<file path="config.mk">
export PLATFORM = sky130hd
export DESIGN_NAME = pll_clock_pattern_config
export DESIGN_NICKNAME = d
export VERILOG_FILES = /design/src/pll_cfg_pkg.sv /design/src/pll_clock_pattern_config.sv /design/src/pin_sync.sv /design/src/cal_trigger.sv
export SDC_FILE = /design/constraint.sdc
export NUM_CORES = 1
export LEC_CHECK = 0
export BUFFER_PORTS_ARGS = -buffer_cell sky130_fd_sc_hd__buf_2
export CORE_AREA = 2 2 103 95
export CTS_CLUSTER_DIAMETER = 50
export DETAILED_ROUTE_END_ITERATION = 8
export DIE_AREA = 0 0 105 97
export PLACE_DENSITY_LB_ADDON = 0.15
export SYNTH_ARGS = -nofsm -noshare
export SYNTH_HDL_FRONTEND = slang
export SYNTH_HIERARCHICAL = 1
export SYNTH_SLANG_ARGS = --single-unit
</file>
<file path="constraint.sdc">
create_clock -name i_clk -period 3.3 [get_ports i_clk]
set_input_delay 0.66 -clock i_clk [delete_from_list [all_inputs] [get_ports i_clk]]
set_output_delay 0.66 -clock i_clk [all_outputs]
set_load 0.1 [all_outputs]
</file>
<file path="src/pll_cfg_pkg.sv">
package pll_cfg_pkg;

    // register offsets (write side even, readback side odd)
    localparam logic [6:0] PLL_CTRL_OFS      = 7'h08;
    localparam logic [6:0] PLL_CTRL_RB_OFS   = 7'h09;
    localparam logic [6:0] CLK_IN_OFS        = 7'h0a;
    localparam logic [6:0] CLK_IN_RB_OFS     = 7'h0b;
    localparam logic [6:0] PAT_LOW_OFS       = 7'h10;
    localparam logic [6:0] PAT_LOW_RB_OFS    = 7'h11;
    localparam logic [6:0] PAT_HIGH_OFS      = 7'h12;
    localparam logic [6:0] PAT_HIGH_RB_OFS   = 7'h13;

    // reset values
    localparam logic [7:0] PLL_CTRL_RST      = 8'h00;
    localparam logic [7:0] CLK_IN_RST        = 8'h00;
    localparam logic [7:0] PAT_LOW_RST       = 8'h00;
    localparam logic [7:0] PAT_HIGH_RST      = 8'h00;

    // clock pll control fields
    localparam int CAL_RESTART_BIT           = 0;
    localparam int BANDWIDTH_HIGH_BIT        = 1;

    // clock input conditioning fields
    localparam int ALL_HYST_OFF_BIT          = 0;
    localparam int DEFAULT_HYST_OFF_BIT      = 1;
    localparam int HYST_NARROW_BIT           = 2;
    localparam int HYST_MEDIUM_BIT           = 3;
    localparam int HYST_WIDE_BIT             = 4;
    localparam int REF_INVERT_BIT            = 5;

    // training pattern fields
    localparam int PAT_HIGH_MSB              = 3;
    localparam logic [1:0] CUSTOM_SEQ_SEL    = 2'h3;
    localparam logic [11:0] TRAINING_IDLE    = 12'h000;

    // serial frame: read flag, 7-bit address, 8-bit data, msb first
    localparam int FRAME_BITS                = 16;
    localparam int HEADER_BITS               = 8;
    localparam int READ_FLAG_BIT             = 7;

    // pin synchroniser reset levels, order {locked, cs_n, sclk, sdi}
    localparam logic [3:0] PIN_SYNC_RST      = 4'hc;

endpackage

</file>
<file path="src/pll_clock_pattern_config.sv">
`timescale 1ns/1ps
// What this block does
// - odd address reads back the even register
// - bit one selects high loop bandwidth
// - pll bit zero restarts oscillator calibration
// - lost lock starts calibration without host
// - input bit five inverts reference clock
// - bits four..two enable wide, medium, narrow hysteresis
// - input bit one disables default hysteresis
// - input bit zero disables all hysteresis
// - low pattern register gives pattern bits 7:0
// - high register bits 3:0 give bits 11:8
// - custom pattern sent when sequence three selected
module pll_clock_pattern_config (
    input  wire logic       i_clk,
    input  wire logic       i_rst_n,
    input  wire logic       i_sclk,
    input  wire logic       i_cs_n,
    input  wire logic       i_sdi,
    input  wire logic       i_pll_locked,
    input  wire logic [1:0] i_training_select,
    output logic            o_sdo,
    output logic            o_sdo_oe,
    output logic            o_loop_bandwidth_high,
    output logic            o_oscillator_cal_restart,
    output logic            o_ref_clock_invert,
    output logic            o_hyst_wide_enable,
    output logic            o_hyst_medium_enable,
    output logic            o_hyst_narrow_enable,
    output logic            o_default_hyst_enable,
    output logic            o_custom_pattern_select,
    output logic [11:0]     o_training_word
);
    import pll_cfg_pkg::*;

    typedef enum logic [3:0] {
        ST_IDLE    = 4'b0001,
        ST_HEADER  = 4'b0010,
        ST_PAYLOAD = 4'b0100,
        ST_DONE    = 4'b1000
    } serial_state_type;

    serial_state_type state_reg;
    logic [3:0]       pins_q;
    logic             sclk_q;
    logic             cs_n_q;
    logic             sdi_q;
    logic             locked_q;
    logic             sclk_d_reg;
    logic             sclk_rise;
    logic             sclk_fall;
    logic [4:0]       bit_cnt_reg;
    logic [7:0]       in_shift_reg;
    logic [7:0]       out_shift_reg;
    logic             read_reg;
    logic [6:0]       addr_reg;
    logic             wr_stb_reg;
    logic [6:0]       wr_addr_reg;
    logic [7:0]       wr_data_reg;
    logic [7:0]       pll_ctrl_reg;
    logic [7:0]       clk_in_reg;
    logic [7:0]       pat_low_reg;
    logic [7:0]       pat_high_reg;
    logic [7:0]       header_next;
    logic             manual_cal_req;
    logic [11:0]      pattern;

    // odd address returns its even partner; everything else reads zero
    function automatic logic [7:0] read_value(input logic [6:0] addr,
                                              input logic [7:0] pll,
                                              input logic [7:0] clk_in,
                                              input logic [7:0] pat_lo,
                                              input logic [7:0] pat_hi);
        logic [7:0] v;
        v = 8'h00;
        case (addr)
            PLL_CTRL_RB_OFS: v = pll;
            CLK_IN_RB_OFS:   v = clk_in;
            PAT_LOW_RB_OFS:  v = pat_lo;
            PAT_HIGH_RB_OFS: v = pat_hi;
            default:         v = 8'h00;
        endcase
        return v;
    endfunction

    // serial pins come from the host's domain
    pin_sync #(
        .WIDTH   (4),
        .RST_VAL (PIN_SYNC_RST)
    ) pin_sync_inst (
        .i_clk   (i_clk),
        .i_rst_n (i_rst_n),
        .i_pins  ({i_pll_locked, i_cs_n, i_sclk, i_sdi}),
        .o_pins  (pins_q)
    );

    assign sdi_q    = pins_q[0];
    assign sclk_q   = pins_q[1];
    assign cs_n_q   = pins_q[2];
    assign locked_q = pins_q[3];

    // serial clock edge detect on the filtered level
    always_ff @(posedge i_clk or negedge i_rst_n) begin
        if (!i_rst_n) begin
            sclk_d_reg <= 1'b0;
        end else begin
            sclk_d_reg <= sclk_q;
        end
    end

    assign sclk_rise   = sclk_q & ~sclk_d_reg;
    assign sclk_fall   = ~sclk_q & sclk_d_reg;
    assign header_next = {in_shift_reg[6:0], sdi_q};

    // frame sequencer; deselect always aborts a partial frame
    always_ff @(posedge i_clk or negedge i_rst_n) begin
        if (!i_rst_n) begin
            state_reg   <= ST_IDLE;
            bit_cnt_reg <= 5'h00;
        end else if (cs_n_q) begin
            state_reg   <= ST_IDLE;
            bit_cnt_reg <= 5'h00;
        end else begin
            case (state_reg)
                ST_IDLE: begin
                    state_reg <= ST_HEADER;
                end
                ST_HEADER: begin
                    if (sclk_rise) begin
                        bit_cnt_reg <= bit_cnt_reg + 5'h01;
                        if (bit_cnt_reg == 5'(HEADER_BITS - 1)) begin
                            state_reg <= ST_PAYLOAD;
                        end
                    end
                end
                ST_PAYLOAD: begin
                    if (sclk_rise) begin
                        bit_cnt_reg <= bit_cnt_reg + 5'h01;
                        if (bit_cnt_reg == 5'(FRAME_BITS - 1)) begin
                            state_reg <= ST_DONE;
                        end
                    end
                end
                ST_DONE: begin
                    state_reg <= ST_DONE; // extra clocks ignored until deselect
                end
                default: begin
                    state_reg <= ST_IDLE;
                end
            endcase
        end
    end

    // input shifter and header capture
    always_ff @(posedge i_clk or negedge i_rst_n) begin
        if (!i_rst_n) begin
            in_shift_reg <= 8'h00;
            read_reg     <= 1'b0;
            addr_reg     <= 7'h00;
        end else if (sclk_rise && !cs_n_q &&
                     (state_reg == ST_HEADER || state_reg == ST_PAYLOAD)) begin
            in_shift_reg <= header_next;
            if (state_reg == ST_HEADER && bit_cnt_reg == 5'(HEADER_BITS - 1)) begin
                read_reg <= header_next[READ_FLAG_BIT];
                addr_reg <= header_next[6:0];
            end
        end
    end

    // write strobe fires once, on the last bit of a full write frame
    always_ff @(posedge i_clk or negedge i_rst_n) begin
        if (!i_rst_n) begin
            wr_stb_reg  <= 1'b0;
            wr_addr_reg <= 7'h00;
            wr_data_reg <= 8'h00;
        end else begin
            wr_stb_reg <= 1'b0;
            if (sclk_rise && !cs_n_q && state_reg == ST_PAYLOAD &&
                bit_cnt_reg == 5'(FRAME_BITS - 1) && !read_reg) begin
                wr_stb_reg  <= 1'b1;
                wr_addr_reg <= addr_reg;
                wr_data_reg <= header_next;
            end
        end
    end

    // readback shifter: load after header, drive on falling edges
    always_ff @(posedge i_clk or negedge i_rst_n) begin
        if (!i_rst_n) begin
            out_shift_reg <= 8'h00;
            o_sdo         <= 1'b0;
            o_sdo_oe      <= 1'b0;
        end else if (cs_n_q) begin
            o_sdo_oe <= 1'b0;
            o_sdo    <= 1'b0;
        end else if (sclk_rise && state_reg == ST_HEADER &&
                     bit_cnt_reg == 5'(HEADER_BITS - 1)) begin
            out_shift_reg <= read_value(header_next[6:0], pll_ctrl_reg, clk_in_reg,
                                        pat_low_reg, pat_high_reg);
        end else if (sclk_fall && state_reg == ST_PAYLOAD && read_reg) begin
            o_sdo         <= out_shift_reg[7];
            o_sdo_oe      <= 1'b1;
            out_shift_reg <= {out_shift_reg[6:0], 1'b0};
        end else if (state_reg == ST_DONE && sclk_fall) begin
            o_sdo_oe <= 1'b0;
        end
    end

    // register bank; all eight bits stored so readback is exact
    always_ff @(posedge i_clk or negedge i_rst_n) begin
        if (!i_rst_n) begin
            pll_ctrl_reg <= PLL_CTRL_RST;
            clk_in_reg   <= CLK_IN_RST;
            pat_low_reg  <= PAT_LOW_RST;
            pat_high_reg <= PAT_HIGH_RST;
        end else if (wr_stb_reg) begin
            case (wr_addr_reg)
                PLL_CTRL_OFS: pll_ctrl_reg <= wr_data_reg;
                CLK_IN_OFS:   clk_in_reg   <= wr_data_reg;
                PAT_LOW_OFS:  pat_low_reg  <= wr_data_reg;
                PAT_HIGH_OFS: pat_high_reg <= wr_data_reg;
                default:      pll_ctrl_reg <= pll_ctrl_reg; // odd and unmapped ignored
            endcase
        end
    end

    // the write itself is the trigger, not the stored level
    assign manual_cal_req = wr_stb_reg && wr_addr_reg == PLL_CTRL_OFS &&
                            wr_data_reg[CAL_RESTART_BIT];

    cal_trigger cal_trigger_inst (
        .i_clk        (i_clk),
        .i_rst_n      (i_rst_n),
        .i_manual_req (manual_cal_req),
        .i_locked     (locked_q),
        .o_cal_start  (o_oscillator_cal_restart)
    );

    // analog controls; all-off masks every individual enable
    always_ff @(posedge i_clk or negedge i_rst_n) begin
        if (!i_rst_n) begin
            o_loop_bandwidth_high <= 1'b0;
            o_ref_clock_invert    <= 1'b0;
            o_hyst_wide_enable    <= 1'b0;
            o_hyst_medium_enable  <= 1'b0;
            o_hyst_narrow_enable  <= 1'b0;
            o_default_hyst_enable <= 1'b1;
        end else begin
            o_loop_bandwidth_high <= pll_ctrl_reg[BANDWIDTH_HIGH_BIT];
            o_ref_clock_invert    <= clk_in_reg[REF_INVERT_BIT];
            o_hyst_wide_enable    <= clk_in_reg[HYST_WIDE_BIT] &
                                     ~clk_in_reg[ALL_HYST_OFF_BIT];
            o_hyst_medium_enable  <= clk_in_reg[HYST_MEDIUM_BIT] &
                                     ~clk_in_reg[ALL_HYST_OFF_BIT];
            o_hyst_narrow_enable  <= clk_in_reg[HYST_NARROW_BIT] &
                                     ~clk_in_reg[ALL_HYST_OFF_BIT];
            o_default_hyst_enable <= ~clk_in_reg[DEFAULT_HYST_OFF_BIT] &
                                     ~clk_in_reg[ALL_HYST_OFF_BIT];
        end
    end

    // reserved high nibble never reaches the serializer
    assign pattern = {pat_high_reg[PAT_HIGH_MSB:0], pat_low_reg};

    // training word to the serializer
    always_ff @(posedge i_clk or negedge i_rst_n) begin
        if (!i_rst_n) begin
            o_custom_pattern_select <= 1'b0;
            o_training_word         <= TRAINING_IDLE;
        end else begin
            o_custom_pattern_select <= (i_training_select == CUSTOM_SEQ_SEL);
            o_training_word <= (i_training_select == CUSTOM_SEQ_SEL) ?
                               pattern : TRAINING_IDLE;
        end
    end

    chk_readback_load:
    assert property (@(posedge i_clk) disable iff (!i_rst_n)
        (sclk_rise && !cs_n_q && state_reg == ST_HEADER &&
         bit_cnt_reg == 5'(HEADER_BITS - 1) && header_next[6:0] == PLL_CTRL_RB_OFS)
        |=> out_shift_reg == $past(pll_ctrl_reg))
    else $error("pll readback did not load last written value");

    chk_bandwidth_follow:
    assert property (@(posedge i_clk) disable iff (!i_rst_n)
        (wr_stb_reg && wr_addr_reg == PLL_CTRL_OFS)
        |=> ##1 o_loop_bandwidth_high == $past(wr_data_reg[BANDWIDTH_HIGH_BIT], 2))
    else $error("bandwidth select did not follow write");

    chk_cal_manual_pulse:
    assert property (@(posedge i_clk) disable iff (!i_rst_n)
        manual_cal_req |=> o_oscillator_cal_restart)
    else $error("calibration write did not restart calibration");

    chk_cal_one_shot:
    assert property (@(posedge i_clk) disable iff (!i_rst_n)
        (o_oscillator_cal_restart && !$past(manual_cal_req))
        |-> $past(locked_q, 2) && !$past(locked_q))
    else $error("calibration fired without a write or lock loss");

    chk_invert_follow:
    assert property (@(posedge i_clk) disable iff (!i_rst_n)
        $changed(clk_in_reg) |=> o_ref_clock_invert == $past(clk_in_reg[REF_INVERT_BIT]))
    else $error("reference invert did not follow register");

    chk_hyst_all_off:
    assert property (@(posedge i_clk) disable iff (!i_rst_n)
        clk_in_reg[ALL_HYST_OFF_BIT] [*2] |-> !o_hyst_wide_enable &&
        !o_hyst_medium_enable && !o_hyst_narrow_enable && !o_default_hyst_enable)
    else $error("hysteresis active while all disabled");

    chk_default_hyst:
    assert property (@(posedge i_clk) disable iff (!i_rst_n)
        $past(clk_in_reg[DEFAULT_HYST_OFF_BIT]) |-> !o_default_hyst_enable)
    else $error("default hysteresis not disabled");

    chk_wide_hyst:
    assert property (@(posedge i_clk) disable iff (!i_rst_n)
        ($past(clk_in_reg[HYST_WIDE_BIT]) && !$past(clk_in_reg[ALL_HYST_OFF_BIT]))
        |-> o_hyst_wide_enable)
    else $error("wide hysteresis not enabled");

    chk_custom_word:
    assert property (@(posedge i_clk) disable iff (!i_rst_n)
        (i_training_select == CUSTOM_SEQ_SEL)
        |=> o_training_word == {$past(pat_high_reg[PAT_HIGH_MSB:0]), $past(pat_low_reg)})
    else $error("custom training word mismatch");

endmodule

</file>
<file path="src/pin_sync.sv">
`timescale 1ns/1ps
// three-stage synchroniser; output follows once stages two and three agree
module pin_sync #(
    parameter int              WIDTH   = 4,
    parameter logic [WIDTH-1:0] RST_VAL = '0
) (
    input  wire logic             i_clk,
    input  wire logic             i_rst_n,
    input  wire logic [WIDTH-1:0] i_pins,
    output logic      [WIDTH-1:0] o_pins
);

    logic [WIDTH-1:0] meta_reg;
    logic [WIDTH-1:0] mid_reg;
    logic [WIDTH-1:0] late_reg;

    // stage one is read by stage two only
    always_ff @(posedge i_clk or negedge i_rst_n) begin
        if (!i_rst_n) begin
            meta_reg <= RST_VAL;
            mid_reg  <= RST_VAL;
            late_reg <= RST_VAL;
        end else begin
            meta_reg <= i_pins;
            mid_reg  <= meta_reg;
            late_reg <= mid_reg;
        end
    end

    // per-bit agreement filter rejects a single-sample glitch
    always_ff @(posedge i_clk or negedge i_rst_n) begin
        if (!i_rst_n) begin
            o_pins <= RST_VAL;
        end else begin
            for (int i = 0; i < WIDTH; i++) begin
                if (mid_reg[i] == late_reg[i]) begin
                    o_pins[i] <= late_reg[i];
                end
            end
        end
    end

endmodule

</file>
<file path="src/cal_trigger.sv">
`timescale 1ns/1ps
// one-cycle calibration start from a host write or a lost lock
module cal_trigger (
    input  wire logic i_clk,
    input  wire logic i_rst_n,
    input  wire logic i_manual_req,
    input  wire logic i_locked,
    output logic      o_cal_start
);

    logic locked_d_reg;
    logic lock_lost;

    // locked reset high so an unlocked pll after reset calibrates at once
    always_ff @(posedge i_clk or negedge i_rst_n) begin
        if (!i_rst_n) begin
            locked_d_reg <= 1'b1;
        end else begin
            locked_d_reg <= i_locked;
        end
    end

    assign lock_lost = locked_d_reg & ~i_locked;

    // single pulse per event; a stored bit never retriggers
    always_ff @(posedge i_clk or negedge i_rst_n) begin
        if (!i_rst_n) begin
            o_cal_start <= 1'b0;
        end else begin
            o_cal_start <= i_manual_req | lock_lost;
        end
    end

    chk_lock_loss_cal:
    assert property (@(posedge i_clk) disable iff (!i_rst_n)
        $fell(i_locked) |=> o_cal_start)
    else $error("lock loss did not start calibration");

endmodule

</file>
## Word level (Yosys, flattened, before mapping)

Cells that the tools add are included.

- Register bits after elaboration: 120
- Input port bits: 8
- Logic and storage cells: 125

- Add/subtract/negate cells: 1
- Equal/unequal tests: 24
- Multiplexer cells: 21
- Bitwise operators: 14
- Reductions and logical operators: 32

Operators with widths:

| cell | number |
|---|---|
| 8-bit one-hot mux with 4 select lines | 1 |
| 7-bit by 4-bit equality test with 1-bit output (second input constant) | 4 |
| 7-bit by 5-bit equality test with 1-bit output (second input constant) | 4 |
| 4-bit 2-to-1 mux | 5 |
| 2-bit AND reduction | 9 |
| 8-bit 2-to-1 mux | 2 |
| 4-bit one-hot mux with 4 select lines | 1 |
| 5-bit 2-to-1 mux | 3 |
| 1-bit logical AND | 13 |
| 12-bit 2-to-1 mux | 1 |
| 3-bit by 2-bit inequality test with 1-bit output (second input constant) | 4 |
| 1-bit 2-to-1 mux | 8 |
| 2-bit nonzero test | 4 |
| 1-bit AND | 7 |
| 1-bit NOT | 6 |
| 5-bit by 1-bit adder with 5-bit output (second input constant) | 1 |
| 5-bit by 3-bit equality test with 1-bit output (second input constant) | 1 |
| 5-bit by 4-bit equality test with 1-bit output (second input constant) | 1 |
| 1-bit equality test | 4 |
| 4-bit by 1-bit equality test with 1-bit output (second input constant) | 1 |
| 4-bit by 2-bit equality test with 1-bit output (second input constant) | 1 |
| 4-bit by 3-bit equality test with 1-bit output (second input constant) | 1 |
| 4-bit equality test (second input constant) | 1 |
| 4-bit AND reduction | 1 |
| other kinds (7) | 8 |

## Longest topological paths before layout

Gate-level depths: netlist (run 1).

- Depth after elaboration: 7
- Depth in mapped cells: 8
- Mapped depth without buffers: 6

## By module

Netlist (run 1), hierarchy kept.

By module, submodules not included:

| module | instances | cells an instance | area an instance (um^2) |
|---|---|---|---|
| pll_clock_pattern_config | 1 | 325 | 4400.5 |
| pin_sync | 1 | 20 | 455.4 |
| cal_trigger | 1 | 4 | 62.6 |

## Least setup slack after synthesis (run 1)

Ideal clock, no wire load.

- Kind: register to register
- Start: register state_reg[1]
- End: register wr_addr_reg[0]
- Library setup time: 125 ps
- Arrival: 2056 ps
- Required time: 3175 ps
- Slack: 1119 ps
- Cell stages (with the launch flop): 7
- Path buffers: 3
- Clock period less this slack: 2181 ps
- Cells stage by stage: dfrtp_1 buf_6 or4b_4 or4_4 buf_6 buf_12 mux2_4

- Word-level cells in the longest chain between the ends: 4

RTL lines:

| element | line | text |
|---|---|---|
| from (decl) | pll_clock_pattern_config.sv:43 | `serial_state_type state_reg;` |
| from (signal assigned) | pll_clock_pattern_config.sv:118 | `state_reg <= ST_IDLE;` |
| from (signal assigned) | pll_clock_pattern_config.sv:121 | `state_reg <= ST_IDLE;` |
| from (signal assigned) | pll_clock_pattern_config.sv:126 | `state_reg <= ST_HEADER;` |
| 4-bit by 3-bit equality test with 1-bit output | pll_clock_pattern_config.sv:178 | `if (sclk_rise && !cs_n_q && state_reg == ST_PAYLOAD &&` |
| 1-bit logical AND (2 in series) | pll_clock_pattern_config.sv:178 |  |
| 1-bit logical AND | pll_clock_pattern_config.sv:179 | `bit_cnt_reg == 5'(FRAME_BITS - 1) && !read_reg) begin` |
| to (signal assigned) | pll_clock_pattern_config.sv:181 | `wr_addr_reg <= addr_reg;` |
| to (decl) | pll_clock_pattern_config.sv:58 | `logic [6:0] wr_addr_reg;` |

Every way passes these cells.
A chain may end at the register's enable or synchronous reset.

## Worst setup path in the final report (run 1)

- Start: register state_reg[2]
- End: register out_shift_reg[3]

- Word-level cells in the longest chain between the ends: 5
- Elaborated cells on any way between the ends: 9
- Those cells by class: 2 x eq/ne; 1 x mux; 6 x reduce/logical

RTL lines:

| element | line | text |
|---|---|---|
| 4-bit by 2-bit equality test with 1-bit output / 4-bit by 3-bit equality test with 1-bit output (equally long branches) | pll_clock_pattern_config.sv:196, pll_clock_pattern_config.sv:200 |  |
| 1-bit logical AND (on tied branches) (2 in series) | pll_clock_pattern_config.sv:196, pll_clock_pattern_config.sv:200 |  |
| 2-bit nonzero test (no line) | -- |  |
| 2-bit AND reduction (no line) | -- |  |
| to (signal assigned) | pll_clock_pattern_config.sv:198 | `out_shift_reg <= read_value(header_next[6:0], pll_ctrl_reg, clk_in_reg,` |
| to (signal assigned) | pll_clock_pattern_config.sv:203 | `out_shift_reg <= {out_shift_reg[6:0], 1'b0};` |
| to (decl) | pll_clock_pattern_config.sv:54 | `logic [7:0] out_shift_reg;` |

Parallel ways exist; a longest one is shown, timed or not.

==> metrics.md, run 1 <==
| Metric | Value |
|---|---|
| Post-synth ARST share | `100.0%` |
| N_diodes | `0` |
| Post-CTS Setup Repair Bufs | `0` |
| Routability congestion estimate | `0.8017` |
| Routed Antenna Nets | `0` |
| Synth top area share | `55.46%` |
| Period minus WS final | `2.546 ns` |
| Worst Max-Slew Pin Slew | `0.8627 ns` |
| DRC violations left | `0` |
| Initial Util | `54.64%` |
| Post_cts resized | `0` |
| Largest register FFs | `12` |
| Cell taking the most area after synthesis | `dfrtp_1` |
| Gate Count Post-Synth | `349` |
| Critical path class | `flip-flop to flip-flop` |
| Status | `complete, no violations` |
| Synth-to-Final Area Change | `17.71%` |
| Nets | `392` |
| Most instantiated library cell after synthesis | `dfrtp_1` |
| I/O Pins | `30` |
| CTS tree | `built` |
| Core ar. | `9001 um2` |
| Area of the die | `10,190 um2` |
| Worst path max stage delay | `0.63 ns` |
| First-pass GRT wire length | `14,870 um` |
| WP data required | `3.75 ns` |
| Synthesized area per cell | `14.09 um2` |
| Detailed Place HPWL | `5481 um` |
| CP bufs+invs | `0` |
| Hold Crit Class | `input port to async pin` |
| Library cells used by synthesis | `44` |
| Most flops, register | `o_training_word` |
| Flops & latches, synth | `120` |
| Clk sinks | `120` |
| Syn. warnings | `6` |
| Die Ht | `97 um` |
| RSZ-0062 raised after global routing | `false` |
| Iteration-0 DRC Markers | `103` |
| Sw power | `0.0008715 W` |
| Final setup viols | `0` |
| Ys flop type | `dfrtp_1` |
| Final max-slew violation count | `0` |
| Syn nets | `359` |
| Top cells by area, synth | `dfrtp_1, mux2_2, dfstp_2` |
| CP cell instances | `nor4b_1, nand3_1, a21oi_1, o32a_1` |
| Die W | `105 um` |
| Sw Share | `23.19%` |
| Crit path max-delay cell type | `a21oi_1` |
| Top cells by count, synth | `dfrtp_1, mux2_2, nand3_1, and3_1, dfstp_2` |
| Clock share of power | `51.7%` |
| Relative slew margins | `42.49%` |
| WL/cell | `16.93 um` |
| Row cnt | `33` |
| Share of layout cells above drive strength 1 | `40.76%` |
| Power per standard cell area | `649.3 nW/um2` |
| Vias per inst | `5.445` |
| Hold WS | `0.1131 ns` |
| Max frequency | `392.7 MHz` |
| CTS max path bufs | `2` |
| GRT overflow | `0` |
| Peak supply drop | `0.0003543 V` |
| Seq/Total Area, Yosys | `61.33%` |
| Root Buffer | `clkbuf_8` |
| EDFF count, synth | `0` |
| Critical path launch point type | `flip-flop` |
| Hold buffer count at cts | `0` |
| Final TNS setup | `0 ns` |
| Pre-antenna DRT Iters | `4` |
| Clock Latency Late Sink | `0.52 ns` |
| Family with the most delay on the worst path | `simple AND/OR/NAND/NOR gates` |
| Antenna violations before repair | `0` |
| Fin. Hold Viols | `0` |
| Leakage power | `2.881 nW` |
| Area of the mapped netlist | `4918 um2` |
| DR vias | `2,815` |
| Total GRT Usage | `19.01%` |
| Clock skew | `0.009010 ns` |
| Largest fanout on the critical path | `15` |
| CTS clock-pin slew for the worst setup and hold paths | `0.06 ns` |
| Largest net degree at the start of global routing | `80` |
| # Max-Cap Violations | `0` |
| Combinational Power Share | `5.2%` |
| Total CTS buffers | `17` |
| Nature of the critical path endpoint | `flip-flop` |
| Cell Int Power | `0.002888 W` |
| WP data arrival | `3.00 ns` |
| Vias in the first global route | `2,882` |
| Port bufs | `29` |
| Drt total wl | `8752 um` |
| Final Cycle Share | `77.16%` |
| Htree depth | `4` |
| Sequential power share | `43.1%` |
[routing by layer]
layer	GRT usage, %	share of wire [%]
met5	0	0
met4	6.974	1.4
met3	5.863	2.9
met2	28.77	48
met1	25.97	48
[through the flow]
stage	instances	area [um2]	util, %	total power [W]	worst slack, ns
2_1_floorplan	349	4918	-	0.001772	1.119
3_3_place_gp	485	5156	57.28	0.001838	0.9682
3_5_place_dp	485	5156	57.28	0.001844	0.7852
4_1_cts	517	5789	64.32	0.003801	0.7606
5_1_grt	517	5789	64.32	0.003915	0.5364
6_report	517	5789	64.32	0.003759	0.7538
[final cells by class]
type / count / area [um2]
Timing Repair Buffer: 32 / 182.7
Inverter: 4 / 15.01
Sequential cell: 120 / 3017
Clock inverter: 13 / 191.4
Fill cell: 684 / 3212
Tap cell: 122 / 152.6
Multi-Input combinational cell: 207 / 1789
Clock buffer: 19 / 441.7
[cells in the final DEF, fill, tap and decap left out, types with 2 or more instances in the layout]
cell type and count:
nor3b_1 2, o32a_1 7, a211oi_1 7, dfrtp_1 109
mux2_2 66, xor2_1 6, nand2_1 8, clkbuf_8 3
or4b_2 2, dfstp_2 11, nor4b_1 3, nand3_1 19
bufinv_16 4, o21a_1 7, and3_1 16, a21oi_1 6
a21o_1 2, nor3_1 2, buf_4 3, nor2_1 7
buf_2 28, clkbuf_16 16, mux2_4 10, inv_6 4
inv_1 4, nor2b_1 8, clkinvlp_4 3, ha_1 2
maj3_2 4, o21ai_0 6
[cells by family (layout without fill, tap and decap cells)]
kind of cell | Yosys count | count (layout) | share of synthesized area, %
flip-flops | 120 | 120 | 61.33
multiplexers | 77 | 77 | 18.37
AND/OR/NAND/NOR | 77 | 77 | 9.362
AO/OA/AOI/OAI | 41 | 41 | 6.029
buffers and inverters | 22 | 68 | 2.417
adder cells (fa/ha/maj) | 6 | 6 | 1.424
XOR/XNOR | 6 | 6 | 1.068
[final timing paths]
| kind | slack (ns) | start | end | cells after the start |
|---|---|---|---|---|
| max | 0.75 | state_reg[2] | out_shift_reg[3] | 4 |
| min reg2reg | 0.35 | pin_sync_inst/meta_reg[1] | pin_sync_inst/mid_reg[1] | 0 |
| min | 0.11 | i_rst_n | o_training_word[1] | 1 |
| min in group i_clk | 0.24 | i_cs_n | pin_sync_inst/meta_reg[2] | 1 |
| max reg2reg | 0.75 | state_reg[2] | out_shift_reg[3] | 4 |
| max in group asynchronous | 2.36 | i_rst_n | pin_sync_inst/o_pins[2] | 2 |
[power groups by stage]
stage | clock network [W] | logic (W) | registers, W
5_1_grt | 0.00207 | 0.000221 | 0.00163
6_report | 0.00194 | 0.000196 | 0.00162
2_1_floorplan | 0 | 0.000190 | 0.00158
3_5_place_dp | 0 | 0.000200 | 0.00164
4_1_cts | 0.00198 | 0.000200 | 0.00162
3_3_place_gp | 0 | 0.000196 | 0.00164
(Power assumes the default switching activity.)
==> run 2, diff against run 1 <==
- CORE_AREA: 2 2 103 95 -> 2 2 104 96
- DIE_AREA: 0 0 105 97 -> 0 0 106 98
- clock period: 3.3 -> 2.3 ns (I/O delays scaled with it)
==> metrics.md, run 2 (same netlist as run 1, synthesis figures left out) <==
| Metric | Value |
|---|---|
| Status | `complete, no violations` |
| Top Layer Used | `met4` |
| First-pass GRT wire length | `15,200 um` |
| Final setup viols | `0` |
| Initial Util | `52.32%` |
| Sequential power share | `39.7%` |
| Critical path launch point type | `flip-flop` |
| Register Area | `3017 um2` |
| CP cell instances | `or4b_4, or3b_1, o21a_1, o32a_1` |
| WP data required | `2.69 ns` |
| DR WL met2 | `4246 um` |
| # Max-Cap Violations | `0` |
| Clock skew | `0.007335 ns` |
| Post-CTS Setup Repair Bufs | `0` |
| CTS tree | `built` |
| Period minus WS final | `2.158 ns` |
| WL/cell | `16.57 um` |
| Crit path max-delay cell type | `or4b_4` |
| Worst Setup Slack, final | `0.1420 ns` |
| Power per standard cell area | `940.8 nW/um2` |
| Hold Crit Class | `input port to flip-flop` |
| I/O Pins | `30` |
| Final max-slew violation count | `0` |
| Largest net degree at the start of global routing | `49` |
| Detailed Place HPWL | `5914 um` |
| DRC violations left | `0` |
| Largest register FFs | `12` |
| Core ar. | `9402 um2` |
| Routed Antenna Nets | `0` |
| WHS Path Cells | `1` |
| Met3 WL | `348 um` |
| Clk sinks | `120` |
| Nature of the critical path endpoint | `flip-flop` |
| Antenna violations before repair | `0` |
| FF-to-FF path depth | `4` |
| Clock share of power | `52.8%` |
| Htree depth | `4` |
| Drt total wl | `8966 um` |
| Pre-antenna DRT Iters | `4` |
| DR vias | `2,906` |
| Total CTS buffers | `17` |
| Commonest non-fill, non-tap cells in the layout | `dfrtp_1, mux2_2, buf_2` |
| Root Buffer | `clkbuf_8` |
| Multi-input gate area | `1799 um2` |
| Cell Int Power | `0.004409 W` |
| Overall Power | `0.005666 W` |
| Worst path max stage delay | `0.57 ns` |
| GRT overflow | `0` |
| Post-Place Setup Slack | `0.09929 ns` |
| Peak supply drop | `0.0005654 V` |
| Vias in the first global route | `2,988` |
| Max frequency | `463.4 MHz` |
| Die Ht | `98 um` |
| Final core utilization | `64.05%` |
| Row cnt | `34` |
| Commonest non-fill, non-tap cell in the layout | `dfrtp_1` |
| Largest fanout on the critical path | `11` |
| M1 wire length | `4202 um` |
| Nets | `412` |
| Setup slack, reg-to-reg | `0.14 ns` |
| Critical path class | `flip-flop to flip-flop` |
| Most flops, register | `o_training_word` |
| Routability congestion estimate | `0.7686` |
| Synth-to-Final Area Change | `22.44%` |
| Iteration-0 DRC Markers | `143` |
| RSZ-0062 raised after global routing | `false` |
| Port bufs | `29` |
| Area of the die | `10,390 um2` |
| Share of layout cells above drive strength 1 | `43.61%` |
| Sw power | `0.001257 W` |
| Vias per inst | `5.372` |
| Leakage power | `3.010 nW` |
| Worst Max-Slew Pin Slew | `0.4674 ns` |
| Sw Share | `22.19%` |
| Total GRT Usage | `19.45%` |
| Clock Latency Late Sink | `0.51 ns` |
| CTS clock-pin slew for the worst setup and hold paths | `0.06 ns` |
| Filler cells | `699` |
| WP data arrival | `2.55 ns` |
| Final TNS setup | `0 ns` |
| Die W | `106 um` |
| Final Cycle Share | `93.82%` |
| Relative slew margins | `68.63%` |
| CTS max path bufs | `2` |
| N_diodes | `0` |
| Combinational Power Share | `7.5%` |
| Fin. Hold Viols | `0` |
## run 2: metal layers
layer,GRT usage (%),up-vias
met4,6.984,0
met3,7.210,16
met1,25.40,1456
met5,0,-
li1,-,1377
met2,30.07,57
## run 2: worst max-delay path, delay by kind of cell (launching register included)
| kind | cells | cell delay (ns) |
|---|---|---|
| flops | 1 | 0.38 |
| simple gates | 2 | 1.13 |
| compound gates | 2 | 0.54 |
## run 2: layout make-up
type                            count  share of cell area [%]
Clock buffer                       19                   7.334
Clock inverter                     13                   3.968
Inverter                            4                  0.2493
Multi-Input combinational cell    207                   29.88
Sequential cell                   120                   50.09
Tap cell                          126                   2.618
Timing Repair Buffer               52                   5.859
## run 2: path summary, 6_finish.rpt
kind / start / endpoint
setup / recovery: state_reg[3] / out_shift_reg[4]
hold / removal: i_sdi / pin_sync_inst/meta_reg[0]
setup reg to reg: state_reg[3] / out_shift_reg[4]
hold reg to reg: pin_sync_inst/meta_reg[0] / pin_sync_inst/mid_reg[0]
max in group asynchronous: i_rst_n / pin_sync_inst/meta_reg[2]
min in group asynchronous: i_rst_n / o_training_word[1]
## run 2: metrics by stage
step | instance area, um2 | std cells | hold slack, ns
6_report | 6022 | 541 | 0.04666
5_1_grt | 6022 | 541 | 0.009179
4_1_cts | 5992 | 539 | 0.01448
3_5_place_dp | 5301 | 506 | 0.3420
3_3_place_gp | 5301 | 506 | 0.3388
2_1_floorplan | 4918 | 349 | 0.1644
## run 2: timing repair
action                                  in CTS  in global routing
endpoints found under the hold margin       28                  2
gates resized for setup                      0                  3
hold buffers                                 1                  2
endpoints found under the setup margin       0                 15
## run 2: power groups by stage
stage	combinational [W]	sequential, W	clock [W]
detailed placement	0.000424	0.00228	0
finish	0.000425	0.00225	0.00299
global placement	0.000416	0.00228	0
global route	0.000473	0.00225	0.00317
CTS	0.000426	0.00225	0.00306
floorplan	0.000273	0.00227	0
